File: src/logic/wd_defines.svh
// Constants of the watchdog/interval timer: register indices, keys, field positions,
// reset values and timing counts. Included by the package, the prescaler and the timer.
`ifndef WD_DEFINES_SVH
`define WD_DEFINES_SVH

// Register indices; the byte address on the bus is four times the index.
`define WD_IDX_CTRL 16'hffa8
`define WD_IDX_CNT 16'hffa9
`define WD_IDX_RST 16'hffab
`define WD_IDX_STAT 16'hffac
`define WD_IDX_MASK 16'hffad

// Keys carried in the upper byte of a word write.
`define WD_KEY_CNT 8'h5a
`define WD_KEY_CTRL 8'ha5

// Control/status field positions.
`define WD_CTRL_OVF 7
`define WD_CTRL_MODE 6
`define WD_CTRL_RUN 5
`define WD_RST_FLAG 7
`define WD_RST_OE 6
`define WD_CTRL_RSVD 2'h3
`define WD_RST_RSVD 6'h3f

// Interrupt status bits.
`define WD_EV_OVF 0
`define WD_EV_WDRST 1

// Reset values.
`define WD_CNT_RESET 8'h00

// Prescaler tap widths, four bits per entry, entry 0 lowest: /2 ... /4096.
`define WD_DIV_TAPS {4'hc, 4'hb, 4'h9, 4'h8, 4'h7, 4'h6, 4'h5, 4'h1}
`define WD_DIV_BITS 12

// Timing: one state is one system clock cycle.
`define WD_STATE_CYCLES 1
`define WD_RESET_STATES 518
`define WD_RESET_CYCLES (`WD_RESET_STATES * `WD_STATE_CYCLES)
`define WD_EXT_RESET_STATES 132
`define WD_EXT_RESET_CYCLES (`WD_EXT_RESET_STATES * `WD_STATE_CYCLES)

// Bus responses.
`define WD_RESP_OKAY 2'h0
`define WD_RESP_SLVERR 2'h2

`endif

File: src/logic/wd_pkg.sv
// Types shared by the watchdog/interval timer design.
// Assumes wd_defines.svh is on the include path.
`include "wd_defines.svh"

package wd_pkg;

  // Control/status register contents held by the timer.
  typedef struct packed {
    logic ovf;
    logic mode;
    logic run;
    logic [2:0] cks;
  } wd_ctrl_t;

  // Reset control/status register contents.
  typedef struct packed {
    logic watchdog_reset_status;
    logic rstoe;
  } wd_rst_t;

  // Write channel progress of the bus slave.
  typedef enum logic [1:0] {
    WR_IDLE = 2'b01,
    WR_RESP = 2'b10
  } wr_state_t;

endpackage

File: src/logic/wd_prescaler.sv
// Prescaler: divides the system clock and emits one-cycle count pulses at the
// rate chosen by a 3-bit select. Assumes the select is changed only while halted.
`timescale 1ns/10ps
`default_nettype none
`include "wd_defines.svh"

module wd_prescaler
  import wd_pkg::*;
(
  input wire logic aclk,
  input wire logic aresetn,
  input wire logic run,
  input wire logic [2:0] cks,
  output logic tick
);

  localparam logic [31:0] TAPS = `WD_DIV_TAPS;

  logic [`WD_DIV_BITS-1:0] div_q;
  logic [7:0] hit;

  // ----------------------------------------------------------------
  // Divider chain
  // ----------------------------------------------------------------
  // Held at zero while halted so that every restart begins a full period.
  always_ff @(posedge aclk) begin
    if (!aresetn || !run) begin
      div_q <= '0;
    end else begin
      div_q <= div_q + 1'b1;
    end
  end

  // One tap per division; a tap fires when its low bits are all ones.
  for (genvar i = 0; i < 8; i++) begin : g_tap
    localparam int B = int'(TAPS[i*4 +: 4]);
    assign hit[i] = &div_q[B-1:0];
  end

  assign tick = run && hit[cks];

  // Divide-by-2 pulses never come back to back.
  a_tick_div2: assert property (@(posedge aclk) disable iff (!aresetn)
    (tick && cks == 3'h0 && $stable(cks)) |=> !tick)
    else $error("prescaler tick rate wrong for divide by two");

endmodule

`default_nettype wire

File: src/logic/wd_pulse_gen.sv
// Pulse stretcher: a start pulse yields a level held for LEN clock cycles.
// Assumes start is a single-cycle event; starts during a pulse are ignored.
`timescale 1ns/10ps
`default_nettype none

module wd_pulse_gen
  import wd_pkg::*;
#(
  parameter int LEN = 2
) (
  input wire logic aclk,
  input wire logic aresetn,
  input wire logic start,
  output logic active
);

  logic [11:0] cnt_q;
  logic busy_q;

  // Count down from LEN-1 while busy; the level falls after the last one.
  always_ff @(posedge aclk) begin
    if (!aresetn) begin
      busy_q <= 1'b0;
      cnt_q <= 12'h000;
    end else if (start && !busy_q) begin
      busy_q <= 1'b1;
      cnt_q <= 12'(LEN - 1);
    end else if (busy_q) begin
      if (cnt_q == 12'h000) begin
        busy_q <= 1'b0;
      end else begin
        cnt_q <= cnt_q - 12'h001;
      end
    end
  end

  assign active = busy_q;

endmodule

`default_nettype wire

File: src/logic/wd_timer.sv
// Watchdog/interval timer with an AXI4-Lite register slave.
// Assumes one clock (aclk) and the external reset on aresetn; the internal
// chip reset it produces is returned to the chip, not to this block's bus.
`timescale 1ns/10ps
`default_nettype none
`include "wd_defines.svh"

module wd_timer
  import wd_pkg::*;
(
  input wire logic aclk,
  input wire logic aresetn,
  input wire logic [31:0] s_axi_awaddr,
  input wire logic s_axi_awvalid,
  output logic s_axi_awready,
  input wire logic [31:0] s_axi_wdata,
  input wire logic [3:0] s_axi_wstrb,
  input wire logic s_axi_wvalid,
  output logic s_axi_wready,
  output logic [1:0] s_axi_bresp,
  output logic s_axi_bvalid,
  input wire logic s_axi_bready,
  input wire logic [31:0] s_axi_araddr,
  input wire logic s_axi_arvalid,
  output logic s_axi_arready,
  output logic [31:0] s_axi_rdata,
  output logic [1:0] s_axi_rresp,
  output logic s_axi_rvalid,
  input wire logic s_axi_rready,
  output logic interval_interrupt,
  output logic chip_reset,
  output logic ext_reset_n,
  output logic irq
);

  // ----------------------------------------------------------------
  // State
  // ----------------------------------------------------------------
  wd_ctrl_t ctrl_q;
  wd_rst_t rst_q;
  logic [7:0] wd_up_counter_q;
  logic ovf_read_q;
  logic [1:0] stat_q;
  logic [1:0] mask_q;
  wr_state_t wr_state_q;
  logic aw_held_q;
  logic w_held_q;
  logic [17:0] aw_addr_q;
  logic [31:0] w_data_q;
  logic [3:0] w_strb_q;
  logic [1:0] bresp_q;
  logic rvalid_q;
  logic [31:0] rdata_q;
  logic [1:0] rresp_q;
  logic ext_active;
  logic [11:0] rst_len_q;

  // ----------------------------------------------------------------
  // Write decode
  // ----------------------------------------------------------------
  logic wr_fire;
  logic word_ok;
  logic [7:0] wr_key;
  logic [7:0] wr_low;
  logic hit_ctrl;
  logic hit_rst;
  logic hit_stat;
  logic hit_mask;
  logic wr_mapped;
  logic ctrl_wr;
  logic cnt_wr;
  logic tick;
  logic overflow;
  logic wd_event;
  logic ovf_clr;
  logic watchdog_reset_status_clr;

  // A write completes only when both address and data are held.
  assign wr_fire = aw_held_q && w_held_q && (wr_state_q == WR_IDLE);
  assign word_ok = &w_strb_q[1:0];
  assign wr_key = w_data_q[15:8];
  assign wr_low = w_data_q[7:0];
  assign hit_ctrl = aw_addr_q == {`WD_IDX_CTRL, 2'b00};
  assign hit_rst = aw_addr_q == {`WD_IDX_RST, 2'b00};
  assign hit_stat = aw_addr_q == {`WD_IDX_STAT, 2'b00};
  assign hit_mask = aw_addr_q == {`WD_IDX_MASK, 2'b00};
  assign wr_mapped = hit_ctrl || hit_rst || hit_stat || hit_mask;

  // Counter and control share one write address; the key picks the target.
  // Byte writes are dropped because they cannot carry the key.
  assign ctrl_wr = wr_fire && hit_ctrl && word_ok && wr_key == `WD_KEY_CTRL;
  assign cnt_wr = wr_fire && hit_ctrl && word_ok && wr_key == `WD_KEY_CNT;

  // The flag clears only by writing 0 after it was read as 1, or by a reset.
  assign ovf_clr = ctrl_wr && !wr_low[`WD_CTRL_OVF] && ovf_read_q;
  assign watchdog_reset_status_clr = wr_fire && hit_rst && word_ok && wr_key == `WD_KEY_CTRL
                    && wr_low == 8'h00;

  // ----------------------------------------------------------------
  // Counting
  // ----------------------------------------------------------------
  wd_prescaler u_prescaler (
    .aclk(aclk),
    .aresetn(aresetn),
    .run(ctrl_q.run),
    .cks(ctrl_q.cks),
    .tick(tick)
  );

  // A pending write steals the pulse, so overflow cannot fire on it either.
  assign overflow = tick && !cnt_wr && !chip_reset && wd_up_counter_q == 8'hff;
  assign wd_event = overflow && ctrl_q.mode && ctrl_q.run;

  // Halted means held at zero; the internal reset also clears the counter.
  always_ff @(posedge aclk) begin
    if (!aresetn || chip_reset || !ctrl_q.run) begin
      wd_up_counter_q <= `WD_CNT_RESET;
    end else if (cnt_wr) begin
      wd_up_counter_q <= wr_low;
    end else if (tick) begin
      wd_up_counter_q <= wd_up_counter_q + 8'h01;
    end
  end

  // Control bits and overflow flag share one process because they form one
  // register. The internal reset returns them to idle, so the chip restarts in
  // interval mode, halted, until software arms it again. Set wins over a clear.
  always_ff @(posedge aclk) begin
    if (!aresetn || chip_reset) begin
      ctrl_q.ovf <= 1'b0;
      ctrl_q.mode <= 1'b0;
      ctrl_q.run <= 1'b0;
      ctrl_q.cks <= 3'h0;
    end else begin
      if (ctrl_wr) begin
        ctrl_q.mode <= wr_low[`WD_CTRL_MODE];
        ctrl_q.run <= wr_low[`WD_CTRL_RUN];
        ctrl_q.cks <= wr_low[2:0];
      end
      if (overflow) begin
        ctrl_q.ovf <= 1'b1;
      end else if (ovf_clr) begin
        ctrl_q.ovf <= 1'b0;
      end
    end
  end

  // Watchdog-reset status survives the internal reset; the pin or a keyed zero write to the reset register clears it.
  always_ff @(posedge aclk) begin
    if (!aresetn) begin
      rst_q <= '0;
    end else begin
      if (wd_event) begin
        rst_q.watchdog_reset_status <= 1'b1;
      end else if (watchdog_reset_status_clr) begin
        rst_q.watchdog_reset_status <= 1'b0;
      end
      if (wr_fire && hit_rst && word_ok && wr_key == `WD_KEY_CNT) begin
        rst_q.rstoe <= wr_low[`WD_RST_OE];
      end
    end
  end

  // ----------------------------------------------------------------
  // Reset generation
  // ----------------------------------------------------------------
  // The chip reset starts at the same edge that sets the flag and status.
  wd_pulse_gen #(.LEN(`WD_RESET_CYCLES)) u_chip_rst (
    .aclk(aclk),
    .aresetn(aresetn),
    .start(wd_event),
    .active(chip_reset)
  );

  // The shorter external pulse only runs when external output is enabled.
  wd_pulse_gen #(.LEN(`WD_EXT_RESET_CYCLES)) u_ext_rst (
    .aclk(aclk),
    .aresetn(aresetn),
    .start(wd_event && rst_q.rstoe),
    .active(ext_active)
  );

  assign ext_reset_n = !ext_active;

  // Level request: tracks the flag, so it stays up until software clears it.
  assign interval_interrupt = ctrl_q.ovf && !ctrl_q.mode;

  // ----------------------------------------------------------------
  // Interrupt status and mask
  // ----------------------------------------------------------------
  // Sticky events; a new event in the clearing cycle stays set.
  always_ff @(posedge aclk) begin
    if (!aresetn) begin
      stat_q <= 2'h0;
    end else begin
      stat_q <= (stat_q & ~((wr_fire && hit_stat && w_strb_q[0]) ? wr_low[1:0] : 2'h0))
                | {wd_event, overflow && !ctrl_q.mode};
    end
  end

  always_ff @(posedge aclk) begin
    if (!aresetn) begin
      mask_q <= 2'h0;
    end else if (wr_fire && hit_mask && w_strb_q[0]) begin
      mask_q <= wr_low[1:0];
    end
  end

  assign irq = |(stat_q & mask_q);

  // ----------------------------------------------------------------
  // AXI4-Lite write channels
  // ----------------------------------------------------------------
  assign s_axi_awready = !aw_held_q;
  assign s_axi_wready = !w_held_q;
  assign s_axi_bvalid = wr_state_q == WR_RESP;
  assign s_axi_bresp = bresp_q;

  // Address and data are caught in either order; the response waits for both.
  always_ff @(posedge aclk) begin
    if (!aresetn) begin
      aw_held_q <= 1'b0;
      w_held_q <= 1'b0;
      aw_addr_q <= 18'h00000;
      w_data_q <= 32'h00000000;
      w_strb_q <= 4'h0;
      bresp_q <= `WD_RESP_OKAY;
      wr_state_q <= WR_IDLE;
    end else begin
      if (s_axi_awvalid && !aw_held_q) begin
        aw_held_q <= 1'b1;
        aw_addr_q <= (s_axi_awaddr[31:18] == 14'h0000) ? s_axi_awaddr[17:0] : 18'h00001;
      end
      if (s_axi_wvalid && !w_held_q) begin
        w_held_q <= 1'b1;
        w_data_q <= s_axi_wdata;
        w_strb_q <= s_axi_wstrb;
      end
      unique case (wr_state_q)
        WR_IDLE: begin
          if (wr_fire) begin
            bresp_q <= wr_mapped ? `WD_RESP_OKAY : `WD_RESP_SLVERR;
            wr_state_q <= WR_RESP;
          end
        end
        WR_RESP: begin
          if (s_axi_bready) begin
            aw_held_q <= 1'b0;
            w_held_q <= 1'b0;
            wr_state_q <= WR_IDLE;
          end
        end
      endcase
    end
  end

  // ----------------------------------------------------------------
  // AXI4-Lite read channels
  // ----------------------------------------------------------------
  logic [17:0] rd_addr;
  logic rd_fire;

  assign rd_addr = s_axi_araddr[17:0];
  assign rd_fire = s_axi_arvalid && !rvalid_q;
  assign s_axi_arready = !rvalid_q;
  assign s_axi_rvalid = rvalid_q;
  assign s_axi_rdata = rdata_q;
  assign s_axi_rresp = rresp_q;

  // Data are captured at the address edge, the same edge that raises rvalid.
  always_ff @(posedge aclk) begin
    if (!aresetn) begin
      rvalid_q <= 1'b0;
      rdata_q <= 32'h00000000;
      rresp_q <= `WD_RESP_OKAY;
    end else if (rd_fire) begin
      rvalid_q <= 1'b1;
      rresp_q <= `WD_RESP_OKAY;
      rdata_q <= 32'h00000000;
      if (s_axi_araddr[31:18] != 14'h0000) begin
        rresp_q <= `WD_RESP_SLVERR;
      end else if (rd_addr == {`WD_IDX_CTRL, 2'b00}) begin
        rdata_q[7:0] <= {ctrl_q.ovf, ctrl_q.mode, ctrl_q.run, `WD_CTRL_RSVD, ctrl_q.cks};
      end else if (rd_addr == {`WD_IDX_CNT, 2'b00}) begin
        rdata_q[7:0] <= wd_up_counter_q;
      end else if (rd_addr == {`WD_IDX_RST, 2'b00}) begin
        rdata_q[7:0] <= {rst_q.watchdog_reset_status, rst_q.rstoe, `WD_RST_RSVD};
      end else if (rd_addr == {`WD_IDX_STAT, 2'b00}) begin
        rdata_q[1:0] <= stat_q;
      end else if (rd_addr == {`WD_IDX_MASK, 2'b00}) begin
        rdata_q[1:0] <= mask_q;
      end else begin
        rresp_q <= `WD_RESP_SLVERR;
      end
    end else if (s_axi_rready) begin
      rvalid_q <= 1'b0;
    end
  end

  // Remember that software has seen the flag set; any control write re-arms.
  always_ff @(posedge aclk) begin
    if (!aresetn || chip_reset) begin
      ovf_read_q <= 1'b0;
    end else if (rd_fire && rd_addr == {`WD_IDX_CTRL, 2'b00} && ctrl_q.ovf) begin
      ovf_read_q <= 1'b1;
    end else if (ctrl_wr) begin
      ovf_read_q <= 1'b0;
    end
  end

  // ----------------------------------------------------------------
  // Checks
  // ----------------------------------------------------------------
  // Length of the current internal reset, for the duration check.
  always_ff @(posedge aclk) begin
    if (!aresetn || !chip_reset) begin
      rst_len_q <= 12'h000;
    end else begin
      rst_len_q <= rst_len_q + 12'h001;
    end
  end

  a_ovf_on_wrap: assert property (@(posedge aclk) disable iff (!aresetn)
    overflow |=> (ctrl_q.ovf && wd_up_counter_q == 8'h00))
    else $error("overflow flag not set with the counter wrap");

  a_wrap_from_ff: assert property (@(posedge aclk) disable iff (!aresetn)
    $rose(ctrl_q.ovf) |-> ($past(wd_up_counter_q) == 8'hff && $past(tick)))
    else $error("overflow flag set without a wrap from all ones");

  a_interval_req: assert property (@(posedge aclk) disable iff (!aresetn)
    (overflow && !ctrl_q.mode && !ovf_clr) |=> interval_interrupt [*2])
    else $error("interval interrupt missing after overflow");

  a_watchdog_reset_status_needs_arm: assert property (@(posedge aclk) disable iff (!aresetn)
    $rose(rst_q.watchdog_reset_status) |-> $past(ctrl_q.mode && ctrl_q.run))
    else $error("watchdog reset status set while not armed");

  a_wd_same_edge: assert property (@(posedge aclk) disable iff (!aresetn)
    (overflow && ctrl_q.mode) |=> (rst_q.watchdog_reset_status && ctrl_q.ovf && chip_reset
                                  && !interval_interrupt))
    else $error("watchdog overflow did not set status, flag and reset together");

  a_reset_keeps_watchdog_reset_status: assert property (@(posedge aclk) disable iff (!aresetn)
    (chip_reset && $past(chip_reset) && !$past(watchdog_reset_status_clr)) |-> (!ctrl_q.ovf && rst_q.watchdog_reset_status))
    else $error("internal reset did not clear flag or lost status");

  a_reset_length: assert property (@(posedge aclk) disable iff (!aresetn)
    $fell(chip_reset) |-> rst_len_q == 12'(`WD_RESET_CYCLES))
    else $error("internal reset held for the wrong number of cycles");

  a_write_beats_tick: assert property (@(posedge aclk) disable iff (!aresetn)
    (cnt_wr && tick && ctrl_q.run && !chip_reset) |=> wd_up_counter_q == $past(wr_low))
    else $error("counter write lost to a count pulse");

  a_bad_key_ignored: assert property (@(posedge aclk) disable iff (!aresetn)
    (wr_fire && hit_ctrl && wr_key != `WD_KEY_CTRL && wr_key != `WD_KEY_CNT && !chip_reset)
    |=> ($stable(ctrl_q.mode) && $stable(ctrl_q.run) && $stable(ctrl_q.cks)))
    else $error("control changed by a write without the key");

endmodule

`default_nettype wire

File: config.mk
export PLATFORM = sky130hd
export DESIGN_NAME = wd_timer
export DESIGN_NICKNAME = d
export VERILOG_FILES = /design/src/logic/wd_pkg.sv /design/src/logic/wd_prescaler.sv /design/src/logic/wd_pulse_gen.sv /design/src/logic/wd_timer.sv
export VERILOG_INCLUDE_DIRS = /design/src /design/src/logic
export SDC_FILE = /design/constraint.sdc
export NUM_CORES = 1
export LEC_CHECK = 0
export ABC_AREA = 1
export BUFFER_PORTS_ARGS = -buffer_cell sky130_fd_sc_hd__buf_4
export CAP_MARGIN = 30
export CELL_PAD_IN_SITES_DETAIL_PLACEMENT = 1
export CELL_PAD_IN_SITES_GLOBAL_PLACEMENT = 2
export CORE_UTILIZATION = 31
export CTS_BUF_LIST = sky130_fd_sc_hd__clkbuf_16
export DETAILED_ROUTE_END_ITERATION = 16
export MAX_ROUTING_LAYER = met4
export PLACE_DENSITY = 0.86
export SLEW_MARGIN = 25
export SYNTH_ARGS = -nofsm -noshare
export SYNTH_HDL_FRONTEND = slang
export SYNTH_HIERARCHICAL = 1
export SYNTH_SLANG_ARGS = --single-unit
export TNS_END_PERCENT = 50
File: constraint.sdc
create_clock -name aclk -period 4.6 [get_ports aclk]
set_input_delay 0 -clock aclk [delete_from_list [all_inputs] [get_ports aclk]]
set_output_delay 0 -clock aclk [all_outputs]
set_load 0.005 [all_outputs]
**Word-level counts from Yosys, hierarchy flattened**

Index checks and enable logic that the tools add are counted.

- Flip-flop bits (word level): 112
- Bits in latches: 0
- RAM bits: 0
- ROM bits: 0
- Bits of input ports: 107
- Output and inout port bits: 45
- Word-level logic and storage cells: 184
- Memories: 0

- Add/sub/neg operators: 4
- Multipliers: 0
- Divide/modulo/power cells: 0
- $lt $le $gt $ge: 1
- Eq/ne operators: 18
- Shift operators: 0
- Multiplexer cells: 49
- Bitwise operators: 7
- Reductions and logical operators: 78

Operator list:

| kind | number |
|---|---|
| 18-bit equality test, second input constant | 9 |
| 8-bit two-way mux | 8 |
| 1-bit logical AND | 33 |
| 10-bit two-way mux | 3 |
| 2-bit two-way mux | 13 |
| 12-bit logical NOT | 2 |
| 12-bit by 1-bit subtractor with 12-bit output, second input constant | 2 |
| 1-bit two-way mux | 21 |
| 18-bit two-way mux | 1 |
| 8-bit equality test, second input constant | 2 |
| 14-bit logical NOT | 1 |
| 2-bit AND reduction | 7 |
| 14-bit nonzero test | 1 |
| 2-bit nonzero test | 7 |
| 12-bit by 1-bit adder with 12-bit output, second input constant | 1 |
| 12-bit AND reduction | 1 |
| 11-bit AND reduction | 1 |
| 1-bit logical NOT | 10 |
| 9-bit AND reduction | 1 |
| 8-bit by 1-bit adder with 8-bit output, second input constant | 1 |
| 8-bit by 7-bit equality test with 1-bit output, second input constant | 1 |
| 8-bit logical NOT | 1 |
| 8-bit AND reduction | 1 |
| 7-bit AND reduction | 1 |
| other kinds (16) | 28 |

**Logic depth before layout (Yosys ltp)**

Gate-level depths: netlist of the first run.

- Word-level depth: 15
- Mapped depth: 18
- Gate-level depth less buffers: 17

**Cells and area by module**

Netlist of the first run, hierarchy kept.

By module, submodules not included:

| module | times used | cells an instance | area each (um^2) | sequential area each (um^2) |
|---|---|---|---|---|
| wd_timer | 1 | 558 | 3758.6 | 1441.4 |
| wd_pulse_gen at u_ext_rst | 1 | 119 | 803.3 | 260.2 |
| wd_pulse_gen at u_chip_rst | 1 | 119 | 783.3 | 260.2 |
| wd_prescaler | 1 | 92 | 620.6 | 240.2 |

**Worst setup path before layout of the first run**

Ideal clock, no wire load.

- Path kind: reg-to-reg
- From: reg u_prescaler.div_q[0]
- To: reg u_chip_rst.cnt_q[11]
- Setup time: 121 ps
- Arrival: 2195 ps
- Data required time: 4479 ps
- Path slack: 2284 ps
- Cell stages (with the launch flop): 19
- Buffers on the path: 1
- Clock period less this slack: 2316 ps
- Cell sequence: dfxtp_1 -> ha_1 -> nand2_2 -> nor2_4 -> nand2_2 -> inv_1 -> ha_1 -> o21ai_0 -> a21oi_1 -> nor2_1 -> nor2_1 -> clkbuf_1 -> nand4_1 -> inv_1 -> nand2_1 -> inv_1 -> nor2_1 -> inv_1 -> a21oi_1

- Cells in the longest elaborated chain, start to end: 11
- Elaborated cells between the ends (all ways): 17
- Those cells by class: mux: 2; reduce/logical: 15

RTL lines:

| what | RTL line | text |
|---|---|---|
| from (decl) | wd_prescaler.sv:19 | `` logic [`WD_DIV_BITS-1:0] div_q; `` |
| from (signal assigned) | wd_prescaler.sv:30 | `div_q <= div_q + 1'b1;` |
| 12-bit AND reduction (tied with other cells) | wd_prescaler.sv:37 | `assign hit[i] = &div_q[B-1:0];` |
| 1-bit binary-select mux with 3-bit select * | wd_prescaler.sv:40 | `assign tick = run && hit[cks];` |
| 1-bit two-way mux (not written as such) * | wd_prescaler.sv:40 |  |
| 1-bit logical AND * | wd_prescaler.sv:40 |  |
| net tick | wd_timer.sv:72 | `logic tick;` |
| 1-bit logical AND * (3 in a row) | wd_timer.sv:111 | `assign overflow = tick && !cnt_wr && !chip_reset && wd_up_counter_q == 8'hff;` |
| 1-bit logical AND * (2 in a row) | wd_timer.sv:112 | `assign wd_event = overflow && ctrl_q.mode && ctrl_q.run;` |
| net wd_event | wd_timer.sv:74 | `logic wd_event;` |
| 1-bit logical AND * | wd_pulse_gen.sv:25 | `end else if (start && !busy_q) begin` |
| 2-bit OR reduction (no source line) * | - |  |
| to (signal assigned) | wd_pulse_gen.sv:27 | `cnt_q <= 12'(LEN - 1);` |
| to (signal assigned) | wd_pulse_gen.sv:32 | `cnt_q <= cnt_q - 12'h001;` |
| to (decl) | wd_pulse_gen.sv:17 | `logic [11:0] cnt_q;` |

Mark *: on every way through the listed nets, which the timed path passes. The rest lies on a longest branch. The select of a mux whose other input is x is not followed.
A chain may end at the register's enable or synchronous reset.

**Final worst setup path of the first run**

- From: reg u_prescaler.div_q[0]
- To: reg u_chip_rst.cnt_q[6]

Same word-level chain as after synthesis.

==> results of run 1 <==
-- flip-flops by register name, summed over array words and instances (netlist names) --
| name | cells |
|---|---|
| s_axi_rresp | 1 |
| mask_q | 2 |
| wd_up_counter_q | 8 |
| ovf_read_q | 1 |
| stat_q | 2 |
| aw_addr_q | 18 |
| u_chip_rst/cnt_q | 12 |
| u_ext_rst/cnt_q | 12 |
| s_axi_rdata | 8 |
| u_ext_rst/active | 1 |
| w_data_q | 16 |
| s_axi_bresp | 1 |
| rst_q | 2 |
| aw_held_q | 1 |
| ctrl_q | 6 |
| w_held_q | 1 |
| wr_state_q | 2 |
| s_axi_rvalid | 1 |
| u_prescaler/div_q | 12 |
| w_strb_q | 2 |
| u_chip_rst/active | 1 |
-- power by group --
part / total (mW) / internal, mW / leakage (nW) / switching [mW]
logic: 0.200 / 0.104 / 2.42 / 0.0968
clock network: 0.816 / 0.431 / 0.147 / 0.386
registers: 1.00 / 0.981 / 0.895 / 0.0211
total: 2.02 / 1.52 / 3.46 / 0.503
-- final timing paths --
kind,start,endpoint,depth (start not counted)
worst max-delay path,u_prescaler/div_q[0],u_chip_rst/cnt_q[6],18
worst min-delay path,s_axi_araddr[31],s_axi_rdata[7],6
worst max register to register,u_prescaler/div_q[0],u_chip_rst/cnt_q[6],18
worst min register to register,u_prescaler/div_q[0],u_prescaler/div_q[0],1
-- final cells by class --
| class | count | area, um^2 | area share [%] |
|---|---|---|---|
| inverters | 119 | 447 | 5.86 |
| clock buffers | 9 | 225 | 2.95 |
| repair buffers | 150 | 1230 | 16.1 |
| well taps | 234 | 293 | 3.84 |
| clock inverters | 7 | 80.1 | 1.05 |
| flip-flops and latches | 110 | 2200 | 28.9 |
| multi-input cells | 643 | 3150 | 41.3 |
-- worst min-delay path, delay by kind of cell --
kind	cells	cell delay, ns
compound gates	1	0.05
simple gates	4	0.26
buf+inv	1	0.08
-- logic make-up after synthesis --
kind of cell	Yosys count	share of synthesized area, %
XOR/XNOR	16	2.35
adder cells (fa/ha/maj)	8	1.68
AO/OA/AOI/OAI	149	13.1
flip-flops	110	36.9
other	1	0.0629
AND/OR/NAND/NOR	444	33.9
buffers and inverters	160	12.0
-- placed cells by master (no fill, tap or decap), drive strengths merged, types with 2 or more instances in the layout --
cell         instances
a21oi               75
dlygate4sd3         42
nand3               76
inv                123
nor3                 8
clkinvlp             2
nor2               141
nor4                 7
o21ai               67
nand3b               5
or2                  4
xnor2                6
ha                   8
buf                108
nand4               15
o21a                 2
dfxtp              110
a211oi               3
nand2              185
conb                26
xor2                10
clkbuf               9
-- stage by stage --
stage | cells | power (mW) | cell area, um^2 | hold slack [ns] | setup slack [ns]
final | 1272 | 2.02 | 7620 | 0.0799 | 1.93
after global routing | 1272 | 2.12 | 7620 | 0.124 | 1.55
after CTS | 1272 | 2.05 | 7620 | 0.0708 | 1.88
after detailed placement | 1214 | 1.19 | 6900 | 0.230 | 1.90
after global placement | 1214 | 1.19 | 6890 | 0.223 | 1.94
after floorplan | 913 | 1.11 | 6060 | 0.0976 | 2.28
-- metal layers --
metal,global-route usage [%],wire [um]
met4,4.86,190
met1,22.8,8120
met2,30.7,7870
met3,3.13,549
met5,-,0
-- timing repair --
action | 4_1_cts | 5_1_grt
setup buffers | 0 | 0
endpoints found under the hold margin | 41 | 0
hold buffers | 42 | 0
endpoints found under the setup margin | 0 | 0
gates resized for setup | 0 | 0
==> results.sh, run 1 <==
export IMPL_status="finished, final reports clean"
export IMPL_fin_crit_sh_pct=58.1
export IMPL_ys_warn_count=6
export IMPL_grt_pass1_vias=6084
export IMPL_htree_num_levels=3
export IMPL_async_flop_share_pct=0
export IMPL_dieWidth_um=141
export IMPL_worst_slew_pin_slew_ns=0.726
export IMPL_portBuffers=107
export IMPL_start_kind="register"
export IMPL_slew_headroom_pct=51.4
export IMPL_drc=0
export IMPL_die_h_um=141
export IMPL_ys_ff_latch=110
export IMPL_arrival_ns=2.97
export IMPL_clock_sinks=110
export IMPL_io_pins=152
export IMPL_fin_nets=1148
export IMPL_cp_max_fo=10
export IMPL_cts_path_max_buffers=2
export IMPL_path_clk_slew_ns=0.08
export IMPL_place_congestion=0.783
export IMPL_period_needed_ns=2.67
export IMPL_synthDominantCellAreaShare_pct=36.9
export IMPL_fmax_mhz=374
export IMPL_finalHoldViolations=0
export IMPL_antenna_found_initial=0
export IMPL_cp_required_ns=4.90
export IMPL_critPathBufInv=5
export IMPL_synth_edff_count=0
export IMPL_p_per_area_nw_per_um2=265
export IMPL_cts_buffers=9
export IMPL_path_delay_family="simple AND/OR/NAND/NOR gates"
export IMPL_start_util_pct=31.8
export IMPL_core_area_um2=18800
export IMPL_insertion_delay_ns=0.37
export IMPL_synth_cell_types=42
export IMPL_final_max_slew_viol_count=0
export IMPL_die_area_um2=19800
export IMPL_cts_root_buf="clkbuf_16"
export IMPL_grt_overflow=0
export IMPL_hold_path_class="in -> reg"
export IMPL_dr_pass1_iters=4
export IMPL_viasPerCell=4.63
export IMPL_grt_first_pass_wirelength_um=28700
export IMPL_reg2reg_setup_slack_ns=1.93
export IMPL_critical_path_class="reg -> reg"
export IMPL_dpl_hpwl_um=12300
export IMPL_synth_cell_area_um2=5970
export IMPL_n_fill_cell=2426
export IMPL_ys_seq_area_share_pct=36.9
export IMPL_drv_cap=0
export IMPL_max_stage_delay_ns=0.34
export IMPL_synth_most_common_cell="nand2_1"
export IMPL_synth_top_cell_by_area="dfxtp_1"
export IMPL_grt_start_max_net_pins=50
export IMPL_layout_drive_gt1_share_pct=16.4
export IMPL_cts_tree="done"
export IMPL_vias=5886
export IMPL_post_route_util_pct=40.6
export IMPL_ys_top_cells_by_area="dfxtp_1 37%, nand2_1 11%, nor2_1 8.1%"
export IMPL_diodes=0
export IMPL_rsz0062_at_grt="false"
export IMPL_syn_to_final_growth_pct=27.8
export IMPL_wl_per_cell_um=13.2
export IMPL_wirelength_um=16700
export IMPL_crit_chain="ha_1 -> nand2_2 -> nor2_4 -> nand2_2 -> inv_1 -> ha_1 -> o21ai_0 -> a21oi_1 -> nor2_1 -> nor2_1 -> buf_4 -> nand4_1 -> inv_1 -> nand2_1 -> inv_1 -> nor2_1 -> inv_1 -> a21oi_1"
export IMPL_fin_worst_skew_ns=0.0129
export IMPL_crit_top_cell="inv_1"
export IMPL_syn_inst=888
export IMPL_ir_worst_vdd_mv=0.173
export IMPL_finalSetupTns_ns=0
export IMPL_synthTopCellsByCount="175 x nand2_1, 128 x nor2_1, 110 x dfxtp_1"
export IMPL_worst_setup_path_end_kind="register"
export IMPL_drtIter0Drc=193
export IMPL_slowest_stage="dfxtp_1"
export IMPL_p_leak_nw=3.46
export IMPL_avgSynthCellArea_um2=6.72
export IMPL_grt_usage_pct=18.4
export IMPL_row_count=50
export IMPL_finalSetupViolations=0
export IMPL_synthFlopType="dfxtp_1"
export IMPL_ant_nets=0
Power figures use the tool's default switching activity.
==> inputs of run 2 (changes only) <==
Settings changed: CORE_UTILIZATION 31 to 26, PLACE_DENSITY 0.86 to 0.77.
Clock period 4.6 ns to 2.3 ns, I/O delays scaled along.
==> run 2 against run 1 <==
The flow now finishes with violations (design-rule violations). Setup slack lost 1.8 ns. Non-clock buffer count increased by 20. Global-route usage is 2.9 points lower. Combinational power increased by 100%. Utilization shrank 5.6 points.
==> results.sh, run 2 (synthesis gave the netlist of run 1 again) <==
export IMPL_violations="design-rule violations"
export IMPL_io_pins=152
export IMPL_arrival_ns=2.38
export IMPL_final_cell_mix="175 x nand2_1, 128 x buf_4, 124 x nor2_1"
export IMPL_ant_nets=0
export IMPL_finalHoldViolations=0
export IMPL_slowest_stage="dfxtp_2"
export IMPL_clock_sinks=110
export IMPL_finalSetupViolations=0
export IMPL_crit_chain="ha_4 -> nand2_4 -> nor2_4 -> nand2_2 -> inv_2 -> ha_1 -> o21ai_1 -> a21oi_1 -> nor2_1 -> nor2_1 -> buf_4 -> inv_1 -> nor2_1 -> xor2_1 -> a21oi_1"
export IMPL_cp_num_cells=15
export IMPL_cp_required_ns=2.55
export IMPL_worst_slew_pin_slew_ns=0.688
export IMPL_drc=1
export IMPL_cts_tree="done"
export IMPL_grt_start_max_net_pins=49
export IMPL_regArea_um2=2200
export IMPL_core_area_um2=22600
export IMPL_cts_buffers=9
export IMPL_slew_headroom_pct=54.1
export IMPL_antenna_found_initial=0
export IMPL_dpl_cell_area_um2=7100
export IMPL_insertion_delay_ns=0.37
export IMPL_fmax_mhz=470
export IMPL_reg2regPathDepth=15
export IMPL_hold_depth=3
export IMPL_path_clk_slew_ns=0.08
export IMPL_ir_worst_vdd_mv=0.289
export IMPL_grt_first_pass_wirelength_um=29000
export IMPL_drtIter0Drc=197
export IMPL_largest_register_ffs=18
export IMPL_die_h_um=153
export IMPL_viasPerCell=4.47
export IMPL_period_needed_ns=2.13
export IMPL_wl_per_cell_um=12.9
export IMPL_syn_to_final_growth_pct=32.5
export IMPL_n_fill_cell=2869
export IMPL_fin_crit_sh_pct=92.5
export IMPL_fin_nets=1168
export IMPL_cp_max_fo=9
export IMPL_worst_setup_path_end_kind="register"
export IMPL_grt_usage_pct=15.5
export IMPL_crit_top_cell="nor2_1"
export IMPL_drv_cap=0
export IMPL_hold_path_class="in -> reg"
export IMPL_max_stage_delay_ns=0.36
export IMPL_reg_top3="aw_addr_q (18), w_data_q (16)"
export IMPL_critical_path_class="reg -> reg"
export IMPL_start_util_pct=26.4
export IMPL_diodes=0
export IMPL_critPathBufInv=3
export IMPL_dpl_hpwl_um=13100
export IMPL_p_per_area_nw_per_um2=519
export IMPL_p_leak_nw=3.57
export IMPL_path_delay_family="simple AND/OR/NAND/NOR gates"
export IMPL_fin_worst_skew_ns=0.0156
export IMPL_finalSetupTns_ns=0
export IMPL_row_count=55
export IMPL_final_max_slew_viol_count=0
export IMPL_grt_overflow=0
export IMPL_status="complete, but fails checks"
export IMPL_htree_num_levels=3
export IMPL_layout_drive_gt1_share_pct=19.8
export IMPL_cts_path_max_buffers=2
export IMPL_portBuffers=107
export IMPL_regMostFlops="aw_addr_q"
export IMPL_vias=6008
export IMPL_multi_input_area_um2=3200
export IMPL_dr_pass1_iters=10
export IMPL_place_congestion=0.762
export IMPL_cts_root_buf="clkbuf_16"
export IMPL_dieWidth_um=153
export IMPL_final_common_cell="nand2_1"
export IMPL_die_area_um2=23600
export IMPL_start_kind="register"
export IMPL_wirelength_um=17300
export IMPL_grt_pass1_vias=6091
export IMPL_fin_area_um2=7910
run 2: cell types whose count changed in the layout (fill, tap and decap cells not counted), sizes merged:
cell      change
buf          +20
clkinvlp      -2
clkinv        +1
inv           +1
run 2: cell type report:
class | count | share of cell area, %
clock buffers | 9 | 2.85
clock inverters | 7 | 1.08
inverters | 119 | 5.68
multi-input cells | 643 | 40.5
flip-flops and latches | 110 | 27.9
well taps | 285 | 4.51
repair buffers | 170 | 17.5
run 2: what timing repair did:
action | in CTS | in global routing
endpoints found under the hold margin | 41 | 0
setup endpoints to repair | 8 | 34
resized for setup | 1 | 22
buffers inserted | 0 | 1
pin swaps | 0 | 8
hold buffers | 42 | 0
run 2: final timing paths:
| check | to | startpoint | slack, ns |
|---|---|---|---|
| setup / recovery | wd_up_counter_q[4] | u_prescaler/div_q[1] | 0.17 |
| hold / removal | s_axi_rdata[2] | aresetn | 0.03 |
| setup reg to reg | wd_up_counter_q[4] | u_prescaler/div_q[1] | 0.17 |
| hold reg to reg | s_axi_rdata[5] | s_axi_rdata[5] | 0.48 |
run 2: where the power goes:
part | leakage [nW] | internal [mW] | total, mW | switching (mW)
registers | 0.896 | 1.96 | 2.00 | 0.0415
logic | 2.52 | 0.213 | 0.410 | 0.197
clock network | 0.154 | 0.875 | 1.69 | 0.815
run 2: per-stage QoR:
stage	setup WS (ns)	util, %	power, mW	hold slack, ns	cells
global placement	0.0799	31.5	2.39	0.227	1284
finish	0.173	35.0	4.10	0.0334	1343
detailed placement	0.00776	31.5	2.39	0.230	1284
global route	-0.0392	35.0	4.28	0.0539	1343
CTS	0.00826	34.7	4.17	0.0353	1342
floorplan	0.0816	-	2.23	0.0976	913
run 2: worst reg2reg max path: stages, from the launching register on:
cell     delay (ns)
dfxtp_2        0.36
ha_4           0.16
nand2_4        0.06
nor2_4         0.13
nand2_2        0.07
inv_2          0.05
ha_1           0.12
o21ai_1        0.06
a21oi_1        0.12
nor2_1         0.05
nor2_1         0.14
buf_4          0.19
inv_1          0.09
nor2_1         0.13
xor2_1         0.18
a21oi_1        0.08
run 2: per-layer routing:
metal  GRT usage, %  part of all wire (%)
met1           19.9                    50
met2           25.3                    47
met3           2.18                   2.6
met4           4.43                   1.0
met5              -                     0
